## src/core/fcrir_pkg.sv

```systemverilog
// package: register map, field positions and types of the flash control block
package fcrir_pkg;

	// register indices; byte address on the bus is four times the index
	localparam logic [3:0] IDX_CLOCK_DIVIDER_CTRL = 4'h0;
	localparam logic [3:0] IDX_SECURITY_CONFIG    = 4'h1;
	localparam logic [3:0] IDX_UNNAMED_RESERVED   = 4'h2;
	localparam logic [3:0] IDX_MODULE_CONFIG      = 4'h3;
	localparam logic [3:0] IDX_PROTECTION_CONFIG  = 4'h4;
	localparam logic [3:0] IDX_MODULE_STATUS      = 4'h5;
	localparam logic [3:0] IDX_COMMAND_CODE       = 4'h6;
	localparam logic [3:0] IDX_RESERVED_SEVEN     = 4'h7;
	localparam logic [3:0] IDX_TEST_ADDRESS_HIGH  = 4'h8;
	localparam logic [3:0] IDX_TEST_ADDRESS_LOW   = 4'h9;
	localparam logic [3:0] IDX_TEST_DATA_HIGH     = 4'hA;
	localparam logic [3:0] IDX_TEST_DATA_LOW      = 4'hB;
	localparam logic [3:0] IDX_FACTORY_TEST_C     = 4'hC;
	localparam logic [3:0] IDX_FACTORY_TEST_D     = 4'hD;
	localparam logic [3:0] IDX_FACTORY_TEST_E     = 4'hE;
	localparam logic [3:0] IDX_FACTORY_TEST_F     = 4'hF;

	// field positions
	localparam int DIV_LOADED_BIT   = 7;
	localparam int PROT_OPEN_BIT    = 7;
	localparam int BUF_EMPTY_BIT    = 7;
	localparam int CMD_DONE_BIT     = 6;
	localparam int ACC_ERR_BIT      = 4;
	localparam int CMD_FAIL_BIT     = 1;

	// writable masks and reset values
	localparam logic [7:0] DIV_WR_MASK    = 8'h7F;
	localparam logic [7:0] CFG_WR_MASK    = 8'hC0;
	localparam logic [7:0] PROT_WR_MASK   = 8'h7F;
	localparam logic [7:0] CMD_WR_MASK    = 8'h7F;
	localparam logic [7:0] ZERO_BYTE      = 8'h00;
	localparam logic [7:0] STATUS_RESET   = 8'hC0;

	// nonvolatile locations fetched at reset (plain defaults)
	localparam logic [15:0] NVM_SEC_ADDR  = 16'hFF0F;
	localparam logic [15:0] NVM_PROT_ADDR = 16'hFF0D;

	// reset-time load sequence
	typedef enum logic [2:0] {
		ST_LOAD_SEC  = 3'b001,
		ST_LOAD_PROT = 3'b010,
		ST_RUN       = 3'b100
	} fcrir_load_e;

	// one command handed to the flash array
	typedef struct packed {
		logic [6:0]  code;
		logic [15:0] addr;
		logic [15:0] data;
	} fcrir_cmd_s;

endpackage

```

## src/core/fcrir_flash_ctrl.sv

```systemverilog
// flash control front end: reset-time load, command buffer, interrupts, regs
//
// Operation
// RULE1: the bus stays stalled after reset until both config bytes load.
// RULE2: a reset aborts a running program or erase command at once.
// RULE3: buffers-empty with its enable set requests an interrupt.
// RULE4: commands-complete with its enable set requests an interrupt.
// RULE5: each flag is gated by its own enable; a disabled flag gives none.
// RULE6: sixteen byte-wide registers are decoded at indices 0x0 to 0xF.
// RULE7: the factory-test registers read as zero and ignore writes.
// RULE8: the system assigns vectors and priority of both interrupt sources.
// RULE9: irq is one level, the OR of both enabled flags, held until cleared.
//
// Design decision made here: the Avalon-MM register port.
module fcrir_flash_ctrl
	import fcrir_pkg::*;
(
	// clock and reset
	input  wire logic        clk,
	input  wire logic        srst,
	// avalon-mm slave
	input  wire logic [3:0]  avs_address,
	input  wire logic        avs_read,
	input  wire logic        avs_write,
	input  wire logic [31:0] avs_writedata,
	input  wire logic [3:0]  avs_byteenable,
	output logic [31:0]      avs_readdata,
	output logic             avs_waitrequest,
	// nonvolatile byte fetch
	output logic             nvm_rd_req,
	output logic [15:0]      nvm_rd_addr,
	input  wire logic [7:0]  nvm_rd_data,
	input  wire logic        nvm_rd_valid,
	// flash array command port
	output logic             array_cmd_valid,
	output fcrir_cmd_s       array_cmd,
	input  wire logic        array_cmd_done,
	input  wire logic        array_cmd_fail,
	output logic             array_abort,
	// processor side
	output logic             cpu_hold,
	output logic             irq
);

	////////////////////////////////////////////////////////////////////////
	// state

	fcrir_load_e load_state;
	fcrir_load_e next_load_state;

	logic [7:0] clock_divider_ctrl;
	logic [7:0] security_config;
	logic [7:0] module_config;
	logic [7:0] protection_config;
	logic [7:0] command_code;
	logic [7:0] test_address_high;
	logic [7:0] test_address_low;
	logic [7:0] test_data_high;
	logic [7:0] test_data_low;

	logic buffers_empty_flag;
	logic commands_complete_flag;
	logic access_error;
	logic command_fail;
	logic cmd_staged;
	logic buf_full;
	logic engine_busy;
	logic rd_ack;
	fcrir_cmd_s buf_cmd;

	function automatic logic reg_hit(input logic [3:0] addr,
			input logic [3:0] idx);
		reg_hit = (addr == idx);
	endfunction

	////////////////////////////////////////////////////////////////////////
	// reset-time load sequence

	wire loading = (load_state != ST_RUN);

	// an illegal code restarts the load rather than run unloaded
	always_comb begin
		next_load_state = load_state;
		unique case (load_state)
			ST_LOAD_SEC: begin
				if (nvm_rd_valid) begin
					next_load_state = ST_LOAD_PROT;
				end
			end
			ST_LOAD_PROT: begin
				if (nvm_rd_valid) begin
					next_load_state = ST_RUN;
				end
			end
			ST_RUN: begin
				next_load_state = ST_RUN;
			end
			default: begin
				next_load_state = ST_LOAD_SEC;
			end
		endcase
	end

	always_ff @(posedge clk) begin
		if (srst) begin
			load_state <= ST_LOAD_SEC;
		end else begin
			load_state <= next_load_state; // RULE1
		end
	end

	// security byte first, protection second
	assign nvm_rd_req  = loading;
	assign nvm_rd_addr = (load_state == ST_LOAD_PROT) ? NVM_PROT_ADDR
		: NVM_SEC_ADDR;
	// the processor stays held until the second byte has landed
	assign cpu_hold    = loading; // RULE1

	////////////////////////////////////////////////////////////////////////
	// bus decode

	// reads take one wait state so read data come from a flip-flop
	assign avs_waitrequest = loading | (avs_read & ~rd_ack); // RULE1

	// every register sits in byte lane 0; a write without it is dropped
	wire wr_go  = avs_write & ~loading & avs_byteenable[0];
	wire rd_go  = avs_read & ~loading & ~rd_ack;
	wire [7:0] wbyte = avs_writedata[7:0];

	wire wr_div  = wr_go & reg_hit(avs_address, IDX_CLOCK_DIVIDER_CTRL);
	wire wr_cfg  = wr_go & reg_hit(avs_address, IDX_MODULE_CONFIG);
	wire wr_prot = wr_go & reg_hit(avs_address, IDX_PROTECTION_CONFIG);
	wire wr_stat = wr_go & reg_hit(avs_address, IDX_MODULE_STATUS);
	wire wr_cmd  = wr_go & reg_hit(avs_address, IDX_COMMAND_CODE);
	wire wr_tah  = wr_go & reg_hit(avs_address, IDX_TEST_ADDRESS_HIGH);
	wire wr_tal  = wr_go & reg_hit(avs_address, IDX_TEST_ADDRESS_LOW);
	wire wr_tdh  = wr_go & reg_hit(avs_address, IDX_TEST_DATA_HIGH);
	wire wr_tdl  = wr_go & reg_hit(avs_address, IDX_TEST_DATA_LOW);

	// writing one to the empty flag launches the staged command
	wire launch_req = wr_stat & wbyte[BUF_EMPTY_BIT];
	wire launch_ok  = launch_req & buffers_empty_flag & cmd_staged;
	wire launch_bad = launch_req & ~(buffers_empty_flag & cmd_staged);

	// buffer hands over to the engine when the engine is free
	wire issue = buf_full & ~engine_busy;

	////////////////////////////////////////////////////////////////////////
	// read path

	wire [7:0] status_view;
	assign status_view = {buffers_empty_flag, commands_complete_flag, 1'b0,
		access_error, 2'b00, command_fail, 1'b0};

	logic [7:0] rd_mux;
	always_comb begin
		rd_mux = ZERO_BYTE;
		unique case (avs_address)
			IDX_CLOCK_DIVIDER_CTRL: rd_mux = clock_divider_ctrl;
			IDX_SECURITY_CONFIG:    rd_mux = security_config;
			IDX_MODULE_CONFIG:      rd_mux = module_config;
			IDX_PROTECTION_CONFIG:  rd_mux = protection_config;
			IDX_MODULE_STATUS:      rd_mux = status_view;
			IDX_COMMAND_CODE:       rd_mux = command_code;
			IDX_TEST_ADDRESS_HIGH:  rd_mux = test_address_high;
			IDX_TEST_ADDRESS_LOW:   rd_mux = test_address_low;
			IDX_TEST_DATA_HIGH:     rd_mux = test_data_high;
			IDX_TEST_DATA_LOW:      rd_mux = test_data_low;
			// reserved and factory-test slots: zero, never writable
			IDX_UNNAMED_RESERVED,
			IDX_RESERVED_SEVEN,
			IDX_FACTORY_TEST_C,
			IDX_FACTORY_TEST_D,
			IDX_FACTORY_TEST_E,
			IDX_FACTORY_TEST_F:     rd_mux = ZERO_BYTE; // RULE6 RULE7
		endcase
	end

	always_ff @(posedge clk) begin
		if (srst) begin
			rd_ack       <= 1'b0;
			avs_readdata <= 32'h0000_0000;
		end else begin
			// rd_ack drops after the taken edge, so a held read restarts
			rd_ack <= rd_go;
			if (rd_go) begin
				avs_readdata <= {24'h00_0000, rd_mux};
			end
		end
	end

	////////////////////////////////////////////////////////////////////////
	// loaded and software registers

	// security is set only by the load; the bus cannot write it
	always_ff @(posedge clk) begin
		if (srst) begin
			security_config   <= ZERO_BYTE;
			protection_config <= ZERO_BYTE;
		end else if (nvm_rd_valid && load_state == ST_LOAD_SEC) begin
			security_config <= nvm_rd_data; // RULE1
		end else if (nvm_rd_valid && load_state == ST_LOAD_PROT) begin
			protection_config <= nvm_rd_data; // RULE1
		end else if (wr_prot && protection_config[PROT_OPEN_BIT]) begin
			// protection bits 6:0 may be rewritten either way, but only while it is still open
			protection_config <= (protection_config & ~PROT_WR_MASK)
				| (wbyte & PROT_WR_MASK);
		end
	end

	always_ff @(posedge clk) begin
		if (srst) begin
			clock_divider_ctrl <= ZERO_BYTE;
			module_config      <= ZERO_BYTE;
			command_code       <= ZERO_BYTE;
			test_address_high  <= ZERO_BYTE;
			test_address_low   <= ZERO_BYTE;
			test_data_high     <= ZERO_BYTE;
			test_data_low      <= ZERO_BYTE;
		end else begin
			// top bit flags a divider write since reset
			if (wr_div) begin
				clock_divider_ctrl <= (wbyte & DIV_WR_MASK)
					| (ZERO_BYTE | (8'h01 << DIV_LOADED_BIT));
			end
			if (wr_cfg) begin
				module_config <= wbyte & CFG_WR_MASK;
			end
			if (wr_cmd) begin
				command_code <= wbyte & CMD_WR_MASK;
			end
			// address and data pair into the command at launch
			if (wr_tah) begin
				test_address_high <= wbyte;
			end
			if (wr_tal) begin
				test_address_low <= wbyte;
			end
			if (wr_tdh) begin
				test_data_high <= wbyte;
			end
			if (wr_tdl) begin
				test_data_low <= wbyte;
			end
		end
	end

	////////////////////////////////////////////////////////////////////////
	// command buffer and engine

	// one command may wait here while the engine runs the one before;
	// the staged flag stops a second launch replaying an old code
	always_ff @(posedge clk) begin
		if (srst) begin
			cmd_staged <= 1'b0;
			buf_full   <= 1'b0;
			buf_cmd    <= '0;
		end else begin
			if (wr_cmd) begin
				cmd_staged <= 1'b1;
			end else if (launch_ok) begin
				cmd_staged <= 1'b0;
			end
			if (launch_ok) begin
				buf_full <= 1'b1;
				buf_cmd  <= '{code: command_code[6:0],
					addr: {test_address_high, test_address_low},
					data: {test_data_high, test_data_low}};
			end else if (issue) begin
				buf_full <= 1'b0;
			end
		end
	end

	// reset clears busy at once, so the array is told to drop its work
	// whatever the aborted command was writing is left undefined
	assign array_abort = srst & engine_busy; // RULE2

	always_ff @(posedge clk) begin
		if (srst) begin
			engine_busy     <= 1'b0; // RULE2
			array_cmd_valid <= 1'b0;
			array_cmd       <= '0;
		end else begin
			array_cmd_valid <= issue;
			if (issue) begin
				engine_busy <= 1'b1;
				array_cmd   <= buf_cmd;
			end else if (array_cmd_done) begin
				engine_busy <= 1'b0;
			end
		end
	end

	////////////////////////////////////////////////////////////////////////
	// status flags; a hardware set wins over a same-cycle clear

	wire empty_set = issue;
	// completion is reported only once nothing is left waiting
	wire done_set  = engine_busy & ~issue & array_cmd_done & ~buf_full;

	always_ff @(posedge clk) begin
		if (srst) begin
			buffers_empty_flag     <= STATUS_RESET[BUF_EMPTY_BIT];
			commands_complete_flag <= STATUS_RESET[CMD_DONE_BIT];
			access_error           <= 1'b0;
			command_fail           <= 1'b0;
		end else begin
			if (empty_set) begin
				buffers_empty_flag <= 1'b1;
			end else if (launch_ok) begin
				buffers_empty_flag <= 1'b0;
			end
			if (done_set) begin
				commands_complete_flag <= 1'b1;
			end else if (launch_ok) begin
				commands_complete_flag <= 1'b0;
			end
			// a launch with no staged code or a busy buffer is refused
			if (launch_bad) begin
				access_error <= 1'b1;
			end else if (wr_stat && wbyte[ACC_ERR_BIT]) begin
				access_error <= 1'b0;
			end
			if (engine_busy && array_cmd_done && array_cmd_fail) begin
				command_fail <= 1'b1;
			end else if (wr_stat && wbyte[CMD_FAIL_BIT]) begin
				command_fail <= 1'b0;
			end
		end
	end

	////////////////////////////////////////////////////////////////////////
	// interrupt

	// each enable sits in the config register at its flag's position
	wire empty_req = buffers_empty_flag
		& module_config[BUF_EMPTY_BIT]; // RULE3 RULE5
	wire done_req  = commands_complete_flag
		& module_config[CMD_DONE_BIT]; // RULE4 RULE5

	// one level line; vector and priority are left to the system
	assign irq = empty_req | done_req; // RULE9 RULE8

endmodule // fcrir_flash_ctrl

```

## config.mk

```make
export PLATFORM = sky130hd
export DESIGN_NAME = fcrir_flash_ctrl
export DESIGN_NICKNAME = d
export VERILOG_FILES = /design/src/core/fcrir_pkg.sv /design/src/core/fcrir_flash_ctrl.sv
export SDC_FILE = /design/constraint.sdc
export NUM_CORES = 1
export LEC_CHECK = 0
export ABC_AREA = 1
export BUFFER_PORTS_ARGS = -buffer_cell sky130_fd_sc_hd__clkbuf_2
export CORE_MARGIN = 8
export CORE_UTILIZATION = 25
export DETAILED_ROUTE_END_ITERATION = 10
export GPL_TIMING_DRIVEN = 0
export PLACE_DENSITY = 0.48
export SLEW_MARGIN = 20
export SYNTH_ARGS = -nofsm -noshare
export SYNTH_HDL_FRONTEND = slang
export SYNTH_SLANG_ARGS = --single-unit
```

## constraint.sdc

```tcl
create_clock -name clk -period 2.97 [get_ports clk]
set_clock_uncertainty 0.1 [all_clocks]
set_input_delay 0.891 -clock clk [delete_from_list [all_inputs] [get_ports clk]]
set_output_delay 0.891 -clock clk [all_outputs]
set_load 0.02 [all_outputs]
```

==> impl.org <==
** Drt
- Detailed routing inserted a total of 6,033 vias.
- Total length of routed wires :: 20.7 mm
- Using the TritonRoute via totals, the vias-per-cell ratio works out to 4.13.
- The detailed router finished its first iteration with 433 violations.
- Per-cell routed wire length :: 14.1 µm
- In this run the remaining antenna-violating nets after routing total 0.
- After detailed routing, the number of remaining DRC violations is 0.
- First-pass DRT Iterations :: 5

** Setup path
- STA puts the critical path data arrival time at 1.84 ns.
- The worst setup path is launched from a primary input.
- Along the worst path, the maximum fanout reaches 10.
- For this run, the slowest stage of the critical path takes 0.41 ns.
- The signal on the critical path passes through clkbuf_2 -> clkbuf_1 -> nand2_1 -> inv_1 -> clkbuf_2.
- Data required time at the worst endpoint :: 1.98 ns
- The most numerous cell type found on the critical path is clkbuf_2.
- STA classifies the critical path endpoint as an output pin.
- Among all stages on the critical path, the largest delay is contributed by clkbuf_1.
- The critical path is of the primary input to output pin type.

** Layout
- The finished layout holds 1,462 standard cells, fillers aside.
- Highest-count cells in the layout ignoring fill and taps :: nand2_1 (228), nor2_1 (226), dfxtp_1 (163)
- The final layout contains 1,167 nets.
- Cells with a size suffix above 1 make up 16.1% of the layout.
- The area growth from synthesis to layout is 22.0%.
- After filler insertion, the fill cell instance count of the layout stands at 3,019.
- Diode insertion count for antenna repair :: 0
- The library cell used most frequently in the layout, excluding fill and tap cells, is nand2_1.

** Run status
- Run status :: complete, no violations

** Die
- Die W :: 181 µm
- The floorplan has 60 rows.
- Height of the chip :: 181 µm
- In this run the standard cell core region covers 26,900 µm².
- Number of top-level pins :: 148
- The die covers 32,800 µm².
- For this configuration, the core starts out at a cell density of 25.4%.

** Clock tree
- In this run the post-CTS setup repair buffer count came out at 0.
- No sink is reached through more buffers than the 2 on the longest clock path.
- TritonCTS created 17 clock buffers.
- The clock reaches the later pin of the worst-skew pair after 0.43 ns.
- Count of H-tree levels built during CTS :: 4
- TritonCTS clock tree :: done
- CTS placed an instance of clkbuf_16 at the clock tree root.
- The clock net in this run drives a total of 163 sinks.
- Once the clock tree was built, the resizer swapped 0 gates to a different size.
- After clock tree synthesis, the clock-pin slew on the worst setup and hold paths is 0.06 ns.
- In this run, post-CTS hold repair placed 0 buffers.

** Worst hold path
- Kind of path behind the tightest hold check :: flop to flop

** Pwr
- Power density over the cells :: 545 nW/µm²
- Leakage power :: 0.00398 µW
- Max VDD drop :: 0.298 mV

** Timing
- Setup violations remaining at the end of the flow were counted as 0.
- Adding up every negative setup slack in the final design gives 0 ns.
- For the pin with the worst max-slew slack, the measured transition is 0.685 ns.
- Max frequency :: 0.353 GHz
- Dividing the final minimum period by the clock period gives 95.4%.
- Setup slack on the critical path of the routed design comes to 0.136 ns.
- Worst slew margin relative to its limit :: 54.3%
- The number of slew-limit violations in the final report came to 0.
- Setup repair after global routing left no endpoint under its margin.
- Fin crit period :: 2.83 ns
- The number of hold violations in the final report came to 0.

** Global routing
- Total routing resource utilization after global routing :: 12.6%
- Via count of the first global-routing pass :: 5,748
- For this run the aggregate overflow at the end of global routing stands at 0.
- The first global-routing pass estimated 32.6 mm of wire.
- Entering global routing, the biggest net connects 17 pins.
- The initial antenna violation count was 0.

** Synth
- Counting flops and latches in the post-synthesis netlist gives 163.
- Number of library cell types mapped by synthesis :: 24
- Area of the mapped netlist :: 6820 µm²
- The Yosys step of the flow raised 0 warnings.
- Synthesized area divided by synthesized cell count :: 6.99 µm²
- After synthesis, flip-flops and latches occupy 47.9% of the total area.
- Gate count of the mapped netlist :: 975

** Placement
- Counting tap cells, the placed design contains a total of 1,434 instances.
- Half-perimeter wire length after detailed placement :: 15.7 mm
- Count of input and output buffers :: 81
- Placer Congestion :: 0.851
- Worst-case setup slack after placement :: 0.123 ns

** Job
- Number of max-cap violations :: 0
[worst paths after layout]
path / start / endpoint / slack [ns] / cells after the start
setup / recovery: srst / array_abort / 0.14 / 5
setup reg to reg: load_state[1] / protection_config[3] / 0.91 / 8
hold / removal: array_cmd[25] / array_cmd[25] / 0.35 / 2
hold reg to reg: array_cmd[25] / array_cmd[25] / 0.35 / 2
[logic make-up (layout without fill, tap and decap cells)]
logic type | count (synthesis) | after routing | synth area share, %
compound gates | 147 | 147 | 10.9
buf+inv | 157 | 266 | 11.5
flops | 163 | 163 | 47.9
other cells | 2 | 39 | 0.110
simple gates | 506 | 506 | 29.7
[Yosys cell counts]
master / number / area share, %
a21oi_1: 25 / 1.8
a22o_1: 1 / 0.13
buf_2: 5 / 0.37
buf_4: 41 / 4.5
buf_6: 4 / 0.66
clkbuf_1: 23 / 1.3
clkbuf_2: 1 / 0.073
conb_1: 2 / 0.11
dfxtp_1: 163 / 48
inv_1: 79 / 4.4
inv_2: 4 / 0.22
nand2_1: 228 / 13
nand2_2: 2 / 0.18
nand3_1: 28 / 2.1
nand3_2: 1 / 0.15
nand3b_1: 1 / 0.11
nand4_1: 1 / 0.092
nor2_1: 226 / 12
nor2_2: 2 / 0.18
nor2_4: 6 / 0.99
nor3_1: 4 / 0.29
o21ai_0: 120 / 8.8
o21ai_1: 1 / 0.073
or2_2: 7 / 0.64
[worst max-delay path, delay by kind of cell]
kind	cells	cell delay, ns
simple gates	1	0.11
buf+inv	4	0.85
[per-stage QoR]
step	total power [µW]	hold WS [ns]	cell area [µm²]	utilization, %
after floorplan	2460	0.339	6950	-
after global placement	2550	0.338	7790	29.0
after detailed placement	2550	0.344	7790	29.0
after CTS	4580	0.361	8320	30.9
after global routing	4710	0.381	8320	30.9
final	4530	0.355	8320	30.9
[area by class of cell]
type,count,area [µm²],area share (%)
buffer,74,469,5.64
clock buffer,19,443,5.33
clock inverter,9,86.3,1.04
inverter,83,312,3.75
multi-input combinational,692,2910,35.0
sequential,163,3260,39.2
tap,341,427,5.13
timing repair buffer,81,405,4.88
[state kept, by name, summed over array words and instances, names as in the netlist]
name                    flops
test_address_high           8
clock_divider_ctrl          8
load_state                  3
rd_ack                      1
module_config               2
avs_readdata                8
command_code                7
command_fail                1
access_error                1
buf_full                    1
buffers_empty_flag          1
buf_cmd                    39
cmd_staged                  1
protection_config           8
security_config             8
array_cmd_valid             1
engine_busy                 1
test_address_low            8
test_data_low               8
test_data_high              8
array_cmd                  39
commands_complete_flag      1
[layer usage]
metal  wire, µm  vias up  part of all wire (%)  track usage (%)
li1           -     3217                     -                -
met1      10100     2673                    49             16.4
met2       9360      122                    45             20.3
met3        861       21                   4.2             3.11
met4        325        0                   1.6             4.07
met5          0        -                     0                0
[where the power goes]
group	internal, µW	leakage [µW]	switching (µW)
combinational	87.8	0.00242	199
sequential	2210	0.00131	12.9
clock	1150	0.000245	873
total	3450	0.00398	1080
(Power assumes the default switching activity.)
